==> src/wake_cfg.svh <==
// Offsets, field positions and reset values of the wake status and enable register bank
`ifndef WAKE_CFG_SVH
`define WAKE_CFG_SVH

// Register indices; byte address is four times the index
`define WAKE_IDX_MASTER 6'h02
`define WAKE_IDX_STS4 6'h07
`define WAKE_IDX_STS5 6'h08
`define WAKE_IDX_RSVD 6'h09
`define WAKE_IDX_EN1 6'h0A

// Reset values and writable masks
`define WAKE_RST_BYTE 8'h00
`define WAKE_RST_WORD 32'h0000_0000
`define WAKE_MASTER_WMASK 8'h01
`define WAKE_EN1_WMASK 8'hFE

// Field positions inside enable one and the master wake enable
`define WAKE_EN1_RSVD_BIT 0
`define WAKE_EN1_RING_TWO_BIT 1
`define WAKE_EN1_RING_ONE_BIT 2
`define WAKE_EN1_KEYBOARD_BIT 3
`define WAKE_EN1_MOUSE_BIT 4
`define WAKE_EN1_SPECIFIC_KEY_BIT 5
`define WAKE_EN1_FAN_ONE_BIT 6
`define WAKE_EN1_FAN_TWO_BIT 7
`define WAKE_MASTER_BIT 0

`endif

==> src/wake_pkg.sv <==
// Types shared by the wake status and enable register bank
package wake_pkg;
  typedef logic [7:0] reg_byte_t;
  typedef logic [5:0] reg_idx_t;
  typedef logic [15:0] wake_pins_t;
endpackage

==> src/wake_sync.sv <==
// Two-flop synchroniser for the sixteen general-purpose wake pins
`timescale 1ns/1ps
module wake_sync
  import wake_pkg::*;
(
  input logic ref_clk,
  input logic srst,
  input wake_pins_t pins_async,
  output wake_pins_t pins_sync
);
  wake_pins_t meta_q;
  wake_pins_t sync_q;

  // First stage feeds only the second stage
  always_ff @(posedge ref_clk) begin
    if (srst) begin
      meta_q <= 16'h0000;
      sync_q <= 16'h0000;
    end else begin
      meta_q <= pins_async;
      sync_q <= meta_q;
    end
  end

  assign pins_sync = sync_q;
endmodule

==> src/wake_status_byte.sv <==
// One sticky write-one-to-clear wake status byte with rising-edge event capture
`timescale 1ns/1ps
`include "wake_cfg.svh"
module wake_status_byte
  import wake_pkg::*;
(
  input logic ref_clk,
  input logic srst,
  input reg_byte_t src_sync,
  input reg_byte_t clr_mask,
  output reg_byte_t status
);
  reg_byte_t prev_q;
  reg_byte_t sts_q;
  reg_byte_t rise;
  reg_byte_t sts_d;

  // Event is a rising edge of the synchronised source; set beats a same-cycle clear
  assign rise = src_sync & ~prev_q;
  assign sts_d = (sts_q & ~clr_mask) | rise;

  // The standby power-on reset clears the byte and its edge history
  always_ff @(posedge ref_clk) begin
    if (srst) begin
      prev_q <= `WAKE_RST_BYTE;
      sts_q <= `WAKE_RST_BYTE;
    end else begin
      prev_q <= src_sync;
      sts_q <= sts_d;
    end
  end

  assign status = sts_q;

  // Event captured whatever the enables hold
  event_sets_a: assert property (@(posedge ref_clk) disable iff (srst)
    (rise != 8'h00) |=> ((sts_q & $past(rise)) == $past(rise)))
    else $error("wake event not captured in status");

  // Write of one clears a bit that sees no new event
  one_clears_a: assert property (@(posedge ref_clk) disable iff (srst)
    ((clr_mask & ~rise) != 8'h00) |=> ((sts_q & $past(clr_mask & ~rise)) == 8'h00))
    else $error("status bit not cleared by write of one");

  // Bits neither cleared nor set hold their value
  zero_keeps_a: assert property (@(posedge ref_clk) disable iff (srst)
    1'b1 |=> ((sts_q & ~$past(clr_mask | rise)) == ($past(sts_q) & ~$past(clr_mask | rise))))
    else $error("status bit changed without cause");

  // Standby reset empties the byte
  reset_clears_a: assert property (@(posedge ref_clk)
    srst |=> (sts_q == 8'h00))
    else $error("status not zero after standby reset");

  set_and_clear_c: cover property (@(posedge ref_clk) disable iff (srst)
    (rise & clr_mask) != 8'h00);
endmodule

==> src/pme_wake_status_enable_regs.sv <==
// Wishbone register bank for wake status four and five, enable one and the master wake enable
`timescale 1ns/1ps
`include "wake_cfg.svh"
module pme_wake_status_enable_regs
  import wake_pkg::*;
(
  input logic ref_clk,
  input logic srst,
  input logic wb_cyc_i,
  input logic wb_stb_i,
  input logic wb_we_i,
  input logic [7:0] wb_adr_i,
  input logic [3:0] wb_sel_i,
  input logic [31:0] wb_dat_i,
  output logic [31:0] wb_dat_o,
  output logic wb_ack_o,
  input logic [7:0] wake_pins_four,
  input logic [7:0] wake_pins_five,
  input reg_byte_t status_one_in,
  input reg_byte_t enable_four_in,
  input reg_byte_t enable_five_in,
  output logic wake_request_n
);

  // Index decode shared by the read mux and the write strobes
  function automatic logic idx_hit(input logic [7:0] adr, input reg_idx_t idx);
    idx_hit = (adr[7:2] == idx);
  endfunction

  // Bus state
  logic ack_q;
  logic [31:0] dat_q;

  // Register state
  logic master_q;
  reg_byte_t en1_q;
  logic req_n_q;

  // Status bytes and synchronised pins
  reg_byte_t sts4;
  reg_byte_t sts5;
  wake_pins_t pins_sync;
  reg_byte_t pins_four_sync;
  reg_byte_t pins_five_sync;

  // Decode and strobes
  logic req;
  logic take;
  logic commit_wr;
  logic byte0_wr;
  logic hit_master;
  logic hit_sts4;
  logic hit_sts5;
  logic hit_rsvd;
  logic hit_en1;
  reg_byte_t rd_byte;
  reg_byte_t wr_byte;
  reg_byte_t clr4;
  reg_byte_t clr5;
  reg_byte_t en1_d;
  logic master_d;

  // Wake request terms
  reg_byte_t armed_one;
  reg_byte_t armed_four;
  reg_byte_t armed_five;
  logic wake_pending;

  // Pins pass two flops before any logic looks at them
  wake_sync u_sync (
    .ref_clk(ref_clk),
    .srst(srst),
    .pins_async({wake_pins_five, wake_pins_four}),
    .pins_sync(pins_sync)
  );

  // Low byte carries status four sources, high byte status five sources
  assign pins_four_sync = pins_sync[7:0];
  assign pins_five_sync = pins_sync[15:8];

  // Status four: bit order 30,31,32,33,41,43,60,61 as wired by the caller
  wake_status_byte u_sts4 (
    .ref_clk(ref_clk),
    .srst(srst),
    .src_sync(pins_four_sync),
    .clr_mask(clr4),
    .status(sts4)
  );

  // Status five: bit n is pin 50 plus n
  wake_status_byte u_sts5 (
    .ref_clk(ref_clk),
    .srst(srst),
    .src_sync(pins_five_sync),
    .clr_mask(clr5),
    .status(sts5)
  );

  // Wishbone classic handshake terms
  assign req = wb_cyc_i & wb_stb_i;
  assign take = req & ~ack_q;
  assign commit_wr = req & ack_q & wb_we_i;
  assign byte0_wr = commit_wr & wb_sel_i[0];
  assign wr_byte = wb_dat_i[7:0];

  // Address decode; everything else is unmapped and reads zero
  assign hit_master = idx_hit(wb_adr_i, `WAKE_IDX_MASTER);
  assign hit_sts4 = idx_hit(wb_adr_i, `WAKE_IDX_STS4);
  assign hit_sts5 = idx_hit(wb_adr_i, `WAKE_IDX_STS5);
  assign hit_rsvd = idx_hit(wb_adr_i, `WAKE_IDX_RSVD);
  assign hit_en1 = idx_hit(wb_adr_i, `WAKE_IDX_EN1);

  // Read mux; the reserved slot holds no state
  assign rd_byte = hit_master ? {7'h00, master_q} :
                   hit_sts4 ? sts4 :
                   hit_sts5 ? sts5 :
                   hit_en1 ? en1_q :
                   `WAKE_RST_BYTE;

  // Write-one-to-clear masks, only at the edge where ack is seen
  assign clr4 = (byte0_wr & hit_sts4) ? wr_byte : 8'h00;
  assign clr5 = (byte0_wr & hit_sts5) ? wr_byte : 8'h00;

  // Next values of the read/write registers; reserved bits stay zero
  assign en1_d = (byte0_wr & hit_en1) ? (wr_byte & `WAKE_EN1_WMASK) : en1_q;
  assign master_d = (byte0_wr & hit_master) ? wr_byte[`WAKE_MASTER_BIT] : master_q;

  // Ack one cycle after the request, dropped the cycle after
  always_ff @(posedge ref_clk) begin
    if (srst) begin
      ack_q <= 1'b0;
      dat_q <= `WAKE_RST_WORD;
    end else begin
      ack_q <= take;
      if (take) begin
        dat_q <= {24'h00_0000, rd_byte};
      end
    end
  end

  assign wb_ack_o = ack_q;
  assign wb_dat_o = dat_q;

  // Enables live on the standby supply; srst is its power-on reset
  always_ff @(posedge ref_clk) begin
    if (srst) begin
      en1_q <= `WAKE_RST_BYTE;
      master_q <= 1'b0;
    end else begin
      en1_q <= en1_d;
      master_q <= master_d;
    end
  end

  // A source counts only if its enable and status are both set
  assign armed_one = en1_q & status_one_in;
  assign armed_four = enable_four_in & sts4;
  assign armed_five = enable_five_in & sts5;
  assign wake_pending = master_q & ((|armed_one) | (|armed_four) | (|armed_five));

  // Active-low request, registered so the pin never glitches
  always_ff @(posedge ref_clk) begin
    if (srst) begin
      req_n_q <= 1'b1;
    end else begin
      req_n_q <= ~wake_pending;
    end
  end

  assign wake_request_n = req_n_q;

  // Request is answered exactly one cycle later
  ack_follows_a: assert property (@(posedge ref_clk) disable iff (srst)
    take |=> ack_q)
    else $error("ack did not follow request");

  // Ack lasts one cycle
  ack_single_a: assert property (@(posedge ref_clk) disable iff (srst)
    ack_q |=> !ack_q)
    else $error("ack held for more than one cycle");

  // Reserved slot and unmapped words read zero
  rsvd_zero_a: assert property (@(posedge ref_clk) disable iff (srst)
    (take & !(hit_master | hit_sts4 | hit_sts5 | hit_en1)) |=> (dat_q == 32'h0000_0000))
    else $error("reserved offset returned non-zero data");

  // Status four reads back what the status byte holds
  sts4_read_a: assert property (@(posedge ref_clk) disable iff (srst)
    (take & hit_sts4) |=> (dat_q == {24'h00_0000, $past(sts4)}))
    else $error("status four read mismatch");

  // Enable one keeps only writable bits of a committed write
  en1_write_a: assert property (@(posedge ref_clk) disable iff (srst)
    (byte0_wr & hit_en1) |=> (en1_q == ($past(wr_byte) & 8'hFE)))
    else $error("enable one write not stored");

  // Enable one reserved bit never sets
  en1_rsvd_a: assert property (@(posedge ref_clk) disable iff (srst)
    !en1_q[0])
    else $error("enable one reserved bit set");

  // Enable one holds when not written
  en1_hold_a: assert property (@(posedge ref_clk) disable iff (srst)
    !(byte0_wr & hit_en1) |=> $stable(en1_q))
    else $error("enable one changed without a write");

  // Master enable follows bit 0 of a committed write
  master_write_a: assert property (@(posedge ref_clk) disable iff (srst)
    (byte0_wr & hit_master) |=> (master_q == $past(wr_byte[0])))
    else $error("master wake enable write not stored");

  // Enabled set status with master on drives the request low next cycle
  req_asserts_a: assert property (@(posedge ref_clk) disable iff (srst)
    (master_q & (((en1_q & status_one_in) | (enable_four_in & sts4)
      | (enable_five_in & sts5)) != 8'h00)) |=> !req_n_q)
    else $error("wake request not asserted");

  // Without master enable or any armed source the request is released
  req_releases_a: assert property (@(posedge ref_clk) disable iff (srst)
    (!master_q | (((en1_q & status_one_in) | (enable_four_in & sts4)
      | (enable_five_in & sts5)) == 8'h00)) |=> req_n_q)
    else $error("wake request driven without cause");

  // Request stays high through reset and right after it
  req_reset_a: assert property (@(posedge ref_clk)
    srst |=> req_n_q)
    else $error("wake request low after standby reset");

  // Ack is never raised without a taken request
  ack_after_take_a: assert property (@(posedge ref_clk) disable iff (srst)
    !take |=> !ack_q)
    else $error("ack raised without a taken request");

  // Reset leaves the bus quiet
  bus_reset_a: assert property (@(posedge ref_clk)
    srst |=> (!ack_q && (dat_q == 32'h0000_0000)))
    else $error("bus outputs not cleared by reset");

  // Read data stands until the next taken request
  dat_hold_a: assert property (@(posedge ref_clk) disable iff (srst)
    !take |=> $stable(dat_q))
    else $error("read data changed without a request");

  // Only the low byte of read data ever carries a value
  dat_upper_a: assert property (@(posedge ref_clk) disable iff (srst)
    dat_q[31:8] == 24'h00_0000)
    else $error("read data upper bits not zero");

  // Status five reads back what the status byte holds
  sts5_read_a: assert property (@(posedge ref_clk) disable iff (srst)
    (take & hit_sts5) |=> (dat_q == {24'h00_0000, $past(sts5)}))
    else $error("status five read mismatch");

  // Enable one reads back its stored value
  en1_read_a: assert property (@(posedge ref_clk) disable iff (srst)
    (take & hit_en1) |=> (dat_q == {24'h00_0000, $past(en1_q)}))
    else $error("enable one read mismatch");

  // Master enable reads back in bit 0 with the rest zero
  master_read_a: assert property (@(posedge ref_clk) disable iff (srst)
    (take & hit_master) |=> (dat_q == {31'h0000_0000, $past(master_q)}))
    else $error("master wake enable read mismatch");

  // Master enable holds when not written
  master_hold_a: assert property (@(posedge ref_clk) disable iff (srst)
    !(byte0_wr & hit_master) |=> $stable(master_q))
    else $error("master wake enable changed without a write");

  // Standby reset empties enable one
  en1_reset_a: assert property (@(posedge ref_clk)
    srst |=> (en1_q == 8'h00))
    else $error("enable one not zero after standby reset");

  // Standby reset turns the master enable off
  master_reset_a: assert property (@(posedge ref_clk)
    srst |=> !master_q)
    else $error("master wake enable set after standby reset");

  // A write to the reserved slot changes no state
  rsvd_inert_a: assert property (@(posedge ref_clk) disable iff (srst)
    (byte0_wr & hit_rsvd) |=> ($stable(en1_q) && $stable(master_q)
      && ((($past(sts4) & ~sts4) | ($past(sts5) & ~sts5)) == 8'h00)))
    else $error("reserved slot write changed state");

  // Write of one clears status four bits when no pin edge competes
  sts4_w1c_a: assert property (@(posedge ref_clk) disable iff (srst)
    (byte0_wr & hit_sts4 & (pins_four_sync == 8'h00)) |=> ((sts4 & $past(wr_byte)) == 8'h00))
    else $error("status four not cleared by write of one");

  // Write of one clears status five bits when no pin edge competes
  sts5_w1c_a: assert property (@(posedge ref_clk) disable iff (srst)
    (byte0_wr & hit_sts5 & (pins_five_sync == 8'h00)) |=> ((sts5 & $past(wr_byte)) == 8'h00))
    else $error("status five not cleared by write of one");

  // Status four bits written with zero stay set
  sts4_keep_a: assert property (@(posedge ref_clk) disable iff (srst)
    (byte0_wr & hit_sts4) |=> ((sts4 & $past(sts4 & ~wr_byte)) == $past(sts4 & ~wr_byte)))
    else $error("status four bit lost on write of zero");

  // Status five bits written with zero stay set
  sts5_keep_a: assert property (@(posedge ref_clk) disable iff (srst)
    (byte0_wr & hit_sts5) |=> ((sts5 & $past(sts5 & ~wr_byte)) == $past(sts5 & ~wr_byte)))
    else $error("status five bit lost on write of zero");

  // Status bits fall only through a committed write
  sts_sticky_a: assert property (@(posedge ref_clk) disable iff (srst)
    !commit_wr |=> ((($past(sts4) & ~sts4) | ($past(sts5) & ~sts5)) == 8'h00))
    else $error("status bit fell without a write");

  // Pins reach the status logic two flops late
  pin_sync_a: assert property (@(posedge ref_clk) disable iff (srst)
    (!$past(srst) && !$past(srst, 2))
      |-> (pins_sync == $past({wake_pins_five, wake_pins_four}, 2)))
    else $error("pins not delayed by two flops");

  // Request low only while the master enable was on
  req_master_a: assert property (@(posedge ref_clk) disable iff (srst)
    !req_n_q |-> $past(master_q))
    else $error("wake request without master enable");

  // With every enable clear the request stays released
  disabled_quiet_a: assert property (@(posedge ref_clk) disable iff (srst)
    ((en1_q == 8'h00) & (enable_four_in == 8'h00) & (enable_five_in == 8'h00)) |=> req_n_q)
    else $error("disabled source drove the wake request");

  // Ring one enable with its status set raises the request
  ring_one_arms_a: assert property (@(posedge ref_clk) disable iff (srst)
    (master_q & en1_q[`WAKE_EN1_RING_ONE_BIT] & status_one_in[`WAKE_EN1_RING_ONE_BIT])
      |=> !req_n_q)
    else $error("ring one wake not requested");

  // An enabled status five source raises the request
  five_arms_a: assert property (@(posedge ref_clk) disable iff (srst)
    (master_q & ((enable_five_in & sts5) != 8'h00)) |=> !req_n_q)
    else $error("status five wake not requested");

  // Main scenarios
  wake_low_c: cover property (@(posedge ref_clk) disable iff (srst)
    $fell(req_n_q));

  sts_clear_c: cover property (@(posedge ref_clk) disable iff (srst)
    (byte0_wr & hit_sts5 & (wr_byte & sts5) != 8'h00));

  rsvd_read_c: cover property (@(posedge ref_clk) disable iff (srst)
    take & hit_rsvd & !wb_we_i);

  disabled_event_c: cover property (@(posedge ref_clk) disable iff (srst)
    (sts4 != 8'h00) & (enable_four_in == 8'h00) & req_n_q);
endmodule

==> config.mk <==
export PLATFORM = sky130hd
export DESIGN_NAME = pme_wake_status_enable_regs
export DESIGN_NICKNAME = d
export VERILOG_FILES = /design/src/wake_pkg.sv /design/src/wake_sync.sv /design/src/wake_status_byte.sv /design/src/pme_wake_status_enable_regs.sv
export VERILOG_INCLUDE_DIRS = /design/src
export SDC_FILE = /design/constraint.sdc
export NUM_CORES = 1
export LEC_CHECK = 0
export ABC_CLOCK_PERIOD_IN_PS = 2200
export BUFFER_PORTS_ARGS = -buffer_cell sky130_fd_sc_hd__buf_2
export CAP_MARGIN = 25
export CORE_UTILIZATION = 40
export DETAILED_ROUTE_END_ITERATION = 8
export GPL_TIMING_DRIVEN = 1
export HOLD_SLACK_MARGIN = 0.03
export PLACE_DENSITY = 0.71
export SYNTH_ARGS = -nofsm -noshare
export SYNTH_HDL_FRONTEND = slang
export SYNTH_SLANG_ARGS = --single-unit
export TNS_END_PERCENT = 1
==> constraint.sdc <==
create_clock -name ref_clk -period 2.2 [get_ports ref_clk]
set_input_delay 0.11 -clock ref_clk [delete_from_list [all_inputs] [get_ports ref_clk]]
set_output_delay 0.11 -clock ref_clk [all_outputs]
set_load 0.02 [all_outputs]
=== Word-level counts from Yosys, hierarchy flattened ===
Index checks and enable logic that the tools add are counted.

* Multiplexer cells: 6
* Eq/ne operators: 4
* Bitwise gates (word level): 27
* Reduce and logical (&&, ||, !) cells: 3

{| class="wikitable"
|+ Operators with widths
! operator !! count
|-
| $and 8x8->8 || 7
|-
| $mux 8 || 6
|-
| $not 8->8 || 4
|-
| $reduce_or 8->1 || 3
|-
| $or 8x8->8 || 2
|-
| $eq 6x4->1 const B || 2
|-
| $and 1x1->1 || 10
|-
| $eq 6x2->1 const B || 1
|-
| $eq 6x3->1 const B || 1
|-
| $not 1->1 || 2
|-
| $or 1x1->1 || 2
|}

* Bits in registers: 82
* Output and inout port bits: 34
* Input bits: 89
* Word-level logic and storage cells: 51

=== Logic depth before layout (Yosys ltp) ===
Gate-level depths: netlist of the first run.

* Word-level depth: 9
* Mapped depth: 5
* Mapped depth without buffers: 4

=== Modules after synthesis ===
A second synthesis of the first run with hierarchy kept.

* Cell total of the unflattened synthesis: 337
* Area total of the unflattened synthesis: 3331.9 µm²

{| class="wikitable"
|+ By module, submodules not included
! module !! cells an instance !! instances !! seq. area each (µm²) !! area each (µm²)
|-
| pme_wake_status_enable_regs || 172 || 1 || 360.3 || 1340.0
|-
| wake_status_byte || 49 || 2 || 320.3 || 564.3
|-
| wake_sync || 67 || 1 || 640.6 || 863.3
|}

=== Least setup slack after synthesis of the first run ===
No wires, ideal clock.

* Path type: reg-to-reg
* Start: register ack_q, in the netlist wb_ack_o
* End: register master_q
* Cell stages (with the launch flop): 6
* Required time: 2.129 ns
* Data arrival time: 1.536 ns
* Slack: 0.594 ns
* Path buffers: 1
* Setup time: 0.071 ns
* Clock period less this slack: 1.606 ns
* Path through: dfxtp_1 nand3_1 or2_1 clkbuf_1 or4_1 a21oi_1

* Longest elaborated chain between the ends: 4

{| class="wikitable"
|+ RTL lines
! element !! line !! RTL
|-
| start, declared || pme_wake_status_enable_regs.sv:31 || <nowiki>logic ack_q;</nowiki>
|-
| start signal, assigned || pme_wake_status_enable_regs.sv:134 || <nowiki>ack_q <= take;</nowiki>
|-
| $and 1x1->1 (2 in a row) || pme_wake_status_enable_regs.sv:102 || <nowiki>assign commit_wr = req & ack_q & wb_we_i;</nowiki>
|-
| $and 1x1->1 || pme_wake_status_enable_regs.sv:103 || <nowiki>assign byte0_wr = commit_wr & wb_sel_i[0];</nowiki>
|-
| $and 1x1->1 || pme_wake_status_enable_regs.sv:126 || <nowiki>assign master_d = (byte0_wr & hit_master) ? wr_byte[`WAKE_MASTER_BIT] : master_q;</nowiki>
|-
| end signal, assigned || pme_wake_status_enable_regs.sv:151 || <nowiki>master_q <= master_d;</nowiki>
|-
| end, declared || pme_wake_status_enable_regs.sv:35 || <nowiki>logic master_q;</nowiki>
|}

Every way passes these cells.
A chain may end at the register's enable or synchronous reset.

=== Worst setup path in the final report of the first run ===
* Start: register ack_q, in the netlist wb_ack_o
* End: register u_sts4.sts_q[4], in the netlist u_sts4.status[4]

* Longest elaborated chain between the ends: 8

{| class="wikitable"
|+ RTL lines
! element !! line !! RTL
|-
| $and 1x1->1 (2 in a row) || pme_wake_status_enable_regs.sv:102 ||
|-
| $and 1x1->1 || pme_wake_status_enable_regs.sv:103 ||
|-
| $and 1x1->1 || pme_wake_status_enable_regs.sv:121 || <nowiki>assign clr4 = (byte0_wr & hit_sts4) ? wr_byte : 8'h00;</nowiki>
|-
| $mux 8 || pme_wake_status_enable_regs.sv:121 ||
|-
| $not 8->8 || wake_status_byte.sv:20 || <nowiki>assign sts_d = (sts_q & ~clr_mask) | rise;</nowiki>
|-
| $and 8x8->8 || wake_status_byte.sv:20 ||
|-
| $or 8x8->8 || wake_status_byte.sv:20 ||
|-
| end signal, assigned || wake_status_byte.sv:26 || <nowiki>sts_q <= `WAKE_RST_BYTE;</nowiki>
|-
| end signal, assigned || wake_status_byte.sv:29 || <nowiki>sts_q <= sts_d;</nowiki>
|-
| end, declared || wake_status_byte.sv:14 || <nowiki>reg_byte_t sts_q;</nowiki>
|}

Every way passes these cells.

==> flow_metrics.tcl, run 1 <==
set metrics [dict create \
    clock_path_buffers 2 \
    antenna_found_initial 0 \
    routed_wl_mm 6.47 \
    period_needed_ns 1.65 \
    n_antenna_cell 0 \
    fin_util_pct 51.2 \
    path_max_fanout 8 \
    cp.required_ns 2.42 \
    fmax_mhz 607 \
    reg2reg_depth 4 \
    r2r_start "wb_ack_o" \
    cp_top_family "simple AND/OR/NAND/NOR gates" \
    synth-seq-cells 82 \
    rows 32 \
    netlist_instances 339 \
    hold_class "in2reg" \
    numCtsBuffers 9 \
    seq_area_frac_synth_pct 51.7 \
    ys.warnings.count 0 \
    cpMaxStageDelayCell "or4_1" \
    max_stage_delay_ns 0.77 \
    drive_above_1_share_pct 23.5 \
    avgRoutedWirePerCell_um 12.1 \
    grt_pass1_vias 2394 \
    seq_area_um2 1640 \
    io_buffers 68 \
    multi_input_area_um2 1340 \
    worstHoldEndpoint "en1_q[6]" \
    timing.hold.ws_ns 0.0388 \
    cp-startpoint "wb_ack_o" \
    hold_depth 3 \
    avgViaCountPerCell 4.64 \
    status "complete, no violations" \
    path_cells "nand3_1 > or4_1 > o21ai_2 > a21oi_1" \
    fin_crit_sh_pct 74.9 \
    root_buffer "clkbuf_8" \
    floorplan.die_area_um2 8290 \
    irDropWorstVdd_v 0.000390 \
    r2r_setup_slack_ns 0.55 \
    start_util_pct 41.3 \
    place_hpwl_mm 4.65 \
    grt_max_degree 49 \
    ys_types 35 \
    final-setup-viol-count 0 \
    htree_levels 3 \
    crit_path_start_kind "flip-flop" \
    core_area_um2 7690 \
    synthTopCellsByArea "dfxtp_1 (52%), nor2b_1 (11%), buf_4 (5.7%), a21oi_1 (4.1%), nand2_1 (2.8%)" \
    path_class "reg2reg" \
    fillers 754 \
    grt_first_pass_wirelength_mm 10.8 \
    clk_pin_slew_ns 0.08 \
    synth_top_cell_area_share_pct 51.7 \
    hold_viol_final 0 \
    final_cell_mix "dfxtp_1 (82), buf_2 (68), nor2b_1 (57)" \
    avgSynthCellArea_um2 9.36 \
    cp.arrival_ns 1.87 \
    worst-path-buf-inv 0 \
    cts_tree "built" \
    floorplan.die.width_um 91.1 \
    drt_drc_violations_left 0 \
    cts_resized 0 \
    layout.nets 518 \
    vias 2485 \
    hp-start "wb_dat_i[6]" \
    overflow 0 \
    cts_sinks 82 \
    r2r-end "u_sts4.status[4]" \
    dr.first_iter.drc_count 105 \
    syn_area_um2 3170 \
    antenna_left 0 \
    slew_headroom_pct 63.0 \
    rsz0062_at_grt "false" \
    clk_latency_ns 0.34 \
    gp_congestion 0.895 \
    drt_first_pass_iters 4 \
    end_kind "flip-flop" \
    area_delta_synth_final_pct 24.0 \
    fin_cells 536 \
    placed_cells 500 \
    cap_violations 0 \
    ios 123 \
    p_total_mw 2.90 \
    grt_usage_pct 16.6 \
    finClkSkew_ns 0.00747 \
    finalSetupTns_ns 0 \
    die_y_um 91.1 \
    slew_violations 0 \
    final_common_cell "dfxtp_1" \
    p_per_area_nw_per_um2 737 \
    p_leak_nw 1.59 \
    tightestPinTransition_ns 0.551 \
    synth_top_cell_by_area "dfxtp_1" \
]
cells in the mapped netlist:
cell / n
a41oi_1: 7
nor3b_2: 1
nor3_1: 7
a21oi_1: 26
buf_4: 24
or2_2: 2
a222oi_1: 1
nor2_1: 9
nand3b_1: 1
a22oi_1: 10
buf_2: 2
nand2_1: 24
o21ai_0: 16
or2_1: 1
clkbuf_1: 10
and4bb_2: 1
o21ai_1: 1
nand2b_1: 8
inv_1: 9
o21ai_2: 8
or4b_4: 1
nand3_1: 11
o22a_1: 7
and2_1: 1
buf_6: 1
nand4_1: 2
nor4b_1: 1
o311ai_0: 1
o31ai_1: 2
conb_1: 1
buf_1: 1
and2_0: 1
dfxtp_1: 82
or4_1: 2
nor2b_1: 57
timing repair:
item / CTS / global route
setup buffers: 0 / 0
hold buffers: 20 / 0
hold endpoints to repair: 20 / 0
layer usage:
| layer | vias up | track usage, % | share of wire (%) |
|---|---|---|---|
| li1 | 1292 | - | - |
| met1 | 1109 | 19.5 | 43 |
| met2 | 71 | 27.2 | 49 |
| met3 | 13 | 4.44 | 4.8 |
| met4 | 0 | 9.52 | 2.6 |
| met5 | - | 0 | 0 |
logic make-up (layout without fill, tap and decap cells):
family | Yosys count | in the layout | share of synthesized area (%)
simple gates | 130 | 130 | 23.1
flops | 82 | 82 | 51.7
compound gates | 79 | 79 | 16.3
buf+inv | 47 | 119 | 8.71
other cells | 1 | 24 | 0.118
sequential cells by signal, indices dropped and copies added (netlist names):
| signal | cells |
|---|---|
| en1_q | 7 |
| u_sync.meta_q | 16 |
| u_sts5.status | 8 |
| wb_dat_o | 8 |
| u_sts4.prev_q | 8 |
| u_sync.pins_sync | 16 |
| master_q | 1 |
| u_sts5.prev_q | 8 |
| wake_request_n | 1 |
| u_sts4.status | 8 |
| wb_ack_o | 1 |
stage by stage:
step / worst slack (ns) / cell area (um2)
floorplan: 0.594 / 3260
global placement: 0.311 / 3530
detailed placement: 0.305 / 3530
CTS: 0.543 / 3940
global route: 0.456 / 3940
finish: 0.552 / 3940
worst min-delay path, stage by stage:
cell,delay [ns]
buf_2,0.12
nand3_1,0.06
a21oi_1,0.05
worst max path at each step:
stage / endpoint / cells after the start
floorplan: master_q / 5
finish: u_sts4.status[4] / 4
global placement: u_sts4.status[4] / 5
global route: u_sts4.status[4] / 4
detailed placement: u_sts4.status[5] / 5
CTS: u_sts4.status[4] / 4
final cells by class:
class / instances / area share (%)
Sequential cell: 82 / 41.7
Multi-Input combinational cell: 233 / 34.1
Timing Repair Buffer: 94 / 14.9
Clock buffer: 11 / 3.59
Tap cell: 102 / 3.24
Clock inverter: 5 / 1.62
Inverter: 9 / 0.859
where the power goes:
group | total (mW) | internal [mW] | switching, mW
clock | 1.09 | 0.561 | 0.530
sequential | 1.56 | 1.53 | 0.0258
combinational | 0.250 | 0.116 | 0.134
No activity file was read; power rests on OpenSTA's default activity.
==> run 2: changes to the inputs <==
- ABC_CLOCK_PERIOD_IN_PS: 2200 -> 1400
- PLACE_DENSITY: 0.71 -> 0.73
- clock period: 2.2 -> 1.4 ns (I/O delays scaled with it)
==> run 2 against run 1 <==
Net effect: via count is 2.7% higher; clock power up 61%; wire length is 5.8% higher; critical path type unchanged; flip-flop and latch count unchanged; clock skew hardly changed; global-route usage rose by 0.60 points; design area up 2.8%; register-to-register slack worse by 0.54 ns; first-iteration DRC count up 30%; cell count rose by 1.9%; highest routed layer unchanged.
==> flow_metrics.tcl, run 2 (synthesis results as in run 1) <==
set metrics [dict create \
    cp.required_ns 1.62 \
    worst_slack_ns 0.0119 \
    root_buffer "clkbuf_8" \
    pre_cts_ws_ns -0.255 \
    start_util_pct 41.3 \
    fin_crit_sh_pct 99.1 \
    cpMaxStageDelayCell "or4_4" \
    final_area_um2 4040 \
    path_class "reg2reg" \
    layout.nets 528 \
    core_area_um2 7690 \
    top_usage_layer "met2" \
    hold_viol_final 0 \
    timing.hold.ws_ns 0.0743 \
    ios 123 \
    finClkSkew_ns 0.00779 \
    cap_violations 0 \
    end_kind "flip-flop" \
    antenna_left 0 \
    place_hpwl_mm 4.97 \
    fillers 739 \
    overflow 0 \
    p_per_area_nw_per_um2 1140 \
    antenna_found_initial 0 \
    seq_area_um2 1640 \
    cts_sinks 82 \
    period_needed_ns 1.39 \
    io_buffers 68 \
    rows 32 \
    avgRoutedWirePerCell_um 12.5 \
    drt_first_pass_iters 4 \
    finalSetupTns_ns 0 \
    placed_cells 507 \
    grt_max_degree 73 \
    cts_tree "built" \
    dr.first_iter.drc_count 136 \
    irDropWorstVdd_v 0.000884 \
    drt_drc_violations_left 0 \
    gr-usage-met3_pct 6.20 \
    final_common_cell "dfxtp_1" \
    cp.arrival_ns 1.61 \
    grtUsageMet2_pct 28.3 \
    clock_path_buffers 2 \
    gp_congestion 0.873 \
    swShare_pct 24.4 \
    cp_top_family "simple AND/OR/NAND/NOR gates" \
    vias 2551 \
    rsz0062_at_grt "true" \
    final-setup-viol-count 0 \
    p_clk_share_pct 37.9 \
    path_max_fanout 8 \
    numCtsBuffers 9 \
    intPower_mw 3.50 \
    p_leak_nw 1.64 \
    grt_first_pass_wirelength_mm 11.1 \
    slew_violations 0 \
    area_delta_synth_final_pct 27.4 \
    grt_usage_pct 17.2 \
    drive_above_1_share_pct 25.5 \
    final_cell_mix "dfxtp_1 (81), buf_2 (68), nor2b_1 (57)" \
    path_cells "nand3_2 > or4_4 > o21ai_2 > a21oi_1" \
    placed_area_um2 3600 \
    routed_wl_mm 6.84 \
    p_total_mw 4.62 \
    use_met1_pct 20.9 \
    die_y_um 91.1 \
    crit_path_start_kind "flip-flop" \
    pwr-share-comb_pct 9.0 \
    avgViaCountPerCell 4.67 \
    floorplan.die_area_um2 8290 \
    max_stage_delay_ns 0.59 \
    post-cts-setup-buffers 0 \
    worst-path-buf-inv 0 \
    grt_pass1_vias 2402 \
    status "complete, no violations" \
    multi_input_area_um2 1350 \
    htree_levels 3 \
    floorplan.die.width_um 91.1 \
    fin_util_pct 52.6 \
    fin_cells 546 \
    clk_pin_slew_ns 0.08 \
    fmax_mhz 720 \
    n_antenna_cell 0 \
    p_seq_share_pct 53.0 \
    hold_class "in2reg" \
    clk_latency_ns 0.35 \
    p_switching_mw 1.13 \
]
run 2: path summary, 6_finish.rpt:
check | from | endpoint | slack, ns | cells after the start
setup reg to reg | wb_ack_o | u_sts4.status[7] | 0.01 | 4
hold reg to reg | u_sync.meta_q[1] | u_sync.pins_sync[1] | 0.43 | 1
setup / recovery | wb_ack_o | u_sts4.status[7] | 0.01 | 4
hold / removal | wb_dat_i[0] | u_sts5.status[0] | 0.07 | 4
run 2: power by group through the flow:
stage          combinational, mW  sequential, mW  clock [mW]
6_report                   0.418            2.45        1.75
5_1_grt                    0.455            2.46        1.93
4_1_cts                    0.415            2.45        1.80
3_5_place_dp               0.365            2.51           0
3_3_place_gp               0.357            2.50           0
2_1_floorplan              0.271            2.49           0
run 2: routing by layer:
| metal | vias to the layer above | routed length, um |
|---|---|---|
| met1 | 1159 | 3040 |
| li1 | 1306 | - |
| met3 | 4 | 391 |
| met5 | - | 0 |
| met2 | 82 | 3360 |
| met4 | 0 | 49 |
run 2: worst min-delay path: stages:
cell and delay, ns:
buf_2 0.07, inv_1 0.07, nor2_1 0.10, a21oi_1 0.06
run 2: cell type report:
class,count,area share [%]
inverters,9,0.835
well taps,102,3.16
multi-input cells,233,33.4
clock buffers,10,3.40
repair buffers,104,16.8
clock inverters,6,1.76
flip-flops and latches,82,40.6
run 2: repair_timing:
| action | in CTS | in global routing |
|---|---|---|
| pin swaps | 1 | 0 |
| endpoints found under the setup margin | 9 | 9 |
| resized for setup | 1 | 0 |
| hold endpoints to repair | 23 | 0 |
| hold buffers | 23 | 0 |
==> run 3: changes to the inputs <==
- BUFFER_PORTS_ARGS: -buffer_cell sky130_fd_sc_hd__buf_2 -> not set
- DONT_BUFFER_PORTS: not set -> 1
- PLACE_DENSITY: 0.73 -> 0.59
==> run 3 against run 2 <==
Net effect: first-iteration DRC count is 0.74% lower; total power shrank 1.4%; sequential power about the same; maximum frequency decreased by 0.36%; count of clock-buffer cells in the layout stayed put; clock power hardly changed; utilization down 2.4 points; die area stayed put; flip-flop and latch count did not move.
==> flow_metrics.tcl, run 3 (synthesis results as in run 1) <==
set metrics [dict create \
    n_antenna_cell 0 \
    status "complete, no violations" \
    layout.nets 472 \
    start_util_pct 41.3 \
    max_stage_delay_ns 0.60 \
    vias 2384 \
    hold_class "in2reg" \
    path_class "reg2reg" \
    final_cell_mix "dfxtp_1 (81), nor2b_1 (57), dlygate4sd3_1 (28)" \
    grt_usage_pct 17.1 \
    period_needed_ns 1.39 \
    gp_congestion 0.826 \
    hold_viol_final 0 \
    cp-endpoint "u_sts4.status[4]" \
    routed_wl_mm 6.70 \
    cpMaxStageDelayCell "or4_4" \
    cp.required_ns 1.62 \
    irDropWorstVdd_v 0.000597 \
    clk_pin_slew_ns 0.09 \
    finClkSkew_ns 0.0116 \
    grt_max_degree 63 \
    crit_path_start_kind "flip-flop" \
    antenna_left 0 \
    clk_latency_ns 0.35 \
    ios 123 \
    numCtsBuffers 9 \
    slew_violations 0 \
    post-cts-setup-buffers 0 \
    cp-startpoint "wb_ack_o" \
    fmax_mhz 718 \
    root_buffer "clkbuf_8" \
    rows 32 \
    fillers 749 \
    r2r_setup_slack_ns 0.007 \
    p_leak_nw 1.45 \
    place_hpwl_mm 4.70 \
    die_y_um 91.1 \
    path_max_fanout 8 \
    end_kind "flip-flop" \
    cp.depth 4 \
    drive_above_1_share_pct 14.9 \
    area_delta_synth_final_pct 21.6 \
    htree_levels 3 \
    dr.first_iter.drc_count 135 \
    cts_sinks 82 \
    cap_violations 0 \
    p_total_mw 4.56 \
    grt_pass1_vias 2214 \
    reg2reg_depth 4 \
    antenna_found_initial 0 \
    rsz0062_at_grt "true" \
    clock_path_buffers 2 \
    p_per_area_nw_per_um2 1180 \
    drt_first_pass_iters 5 \
    floorplan.die_area_um2 8290 \
    floorplan.die.width_um 91.1 \
    r2r_start "wb_ack_o" \
    worst-path-buf-inv 0 \
    avgRoutedWirePerCell_um 13.7 \
    final_common_cell "dfxtp_1" \
    drt_drc_violations_left 0 \
    grt_first_pass_wirelength_mm 10.8 \
    io_buffers 0 \
    path_cells "nand3_2 > or4_4 > o21ai_2 > a21oi_1" \
    finalSetupTns_ns 0 \
    r2r-end "u_sts4.status[4]" \
    fin_util_pct 50.2 \
    core_area_um2 7690 \
    overflow 0 \
    final-setup-viol-count 0 \
    cp.arrival_ns 1.62 \
    cts_tree "built" \
    cp_top_family "simple AND/OR/NAND/NOR gates" \
    fin_crit_sh_pct 99.5 \
    avgViaCountPerCell 4.87 \
]
run 3: cell count changes in the layout (fill, tap and decap cells not counted):
cell / delta
a41oi_1: -5
a41oi_2: +5
buf_12: -1
buf_16: +1
buf_2: -68
buf_4: +6
buf_6: +1
clkinv_4: +1
clkinvlp_4: -1
dlygate4sd3_1: +5
o21ai_1: -1
o21ai_2: +1
run 3: stage by stage:
| stage | instance area, um2 | setup WS, ns | hold slack [ns] | cells |
|---|---|---|---|---|
| floorplan | 3260 | -0.133 | 0.198 | 362 |
| global placement | 3290 | -0.118 | 0.148 | 445 |
| detailed placement | 3290 | -0.144 | 0.148 | 445 |
| CTS | 3830 | 0.000374 | 0.0379 | 490 |
| global route | 3860 | -0.0364 | 0.0509 | 490 |
| finish | 3860 | 0.00687 | 0.0557 | 490 |
run 3: cell type report:
type	count	area (um2)	area share (%)
Clock buffer	10	138	3.57
Clock inverter	6	72.6	1.88
Inverter	9	33.8	0.875
Multi-Input combinational cell	233	1390	36.0
Sequential cell	82	1640	42.6
Tap cell	102	128	3.31
Timing Repair Buffer	48	454	11.8
run 3: power by group:
| part | total [mW] | switching, mW | internal [mW] |
|---|---|---|---|
| logic | 0.345 | 0.187 | 0.157 |
| clock network | 1.76 | 0.873 | 0.891 |
| registers | 2.45 | 0.0413 | 2.41 |
| total | 4.56 | 1.10 | 3.46 |
run 3: timing repair:
action,4_1_cts,5_1_grt
resized for setup,3,5
gates cloned,0,0
setup endpoints to repair,10,15
hold buffers,29,0
pin swaps,1,2
hold endpoints to repair,80,0
run 3: tightest hold or removal path, stage by stage:
cell and delay, ns:
a22oi_1 0.04, nand3_1 0.10, o311ai_0 0.12
run 3: how the worst min path moves through the flow:
stage | slack [ns] | depth (start not counted) | from | end
global route | 0.05 | 2 | srst | u_sts5.prev_q[6]
global placement | 0.15 | 1 | srst | u_sync.meta_q[9]
detailed placement | 0.15 | 1 | srst | u_sync.meta_q[3]
CTS | 0.04 | 3 | enable_four_in[7] | wake_request_n
finish | 0.06 | 3 | enable_four_in[7] | wake_request_n
floorplan | 0.20 | 1 | wake_pins_four[0] | u_sync.meta_q[0]
run 3: metal layers:
layer,share of wire [%],global-route usage [%],vias to the layer above
met3,5.4,5.95,14
met1,45,20.3,1098
met5,0,0,-
met4,3.0,9.66,0
li1,-,-,1197
met2,47,27.0,75
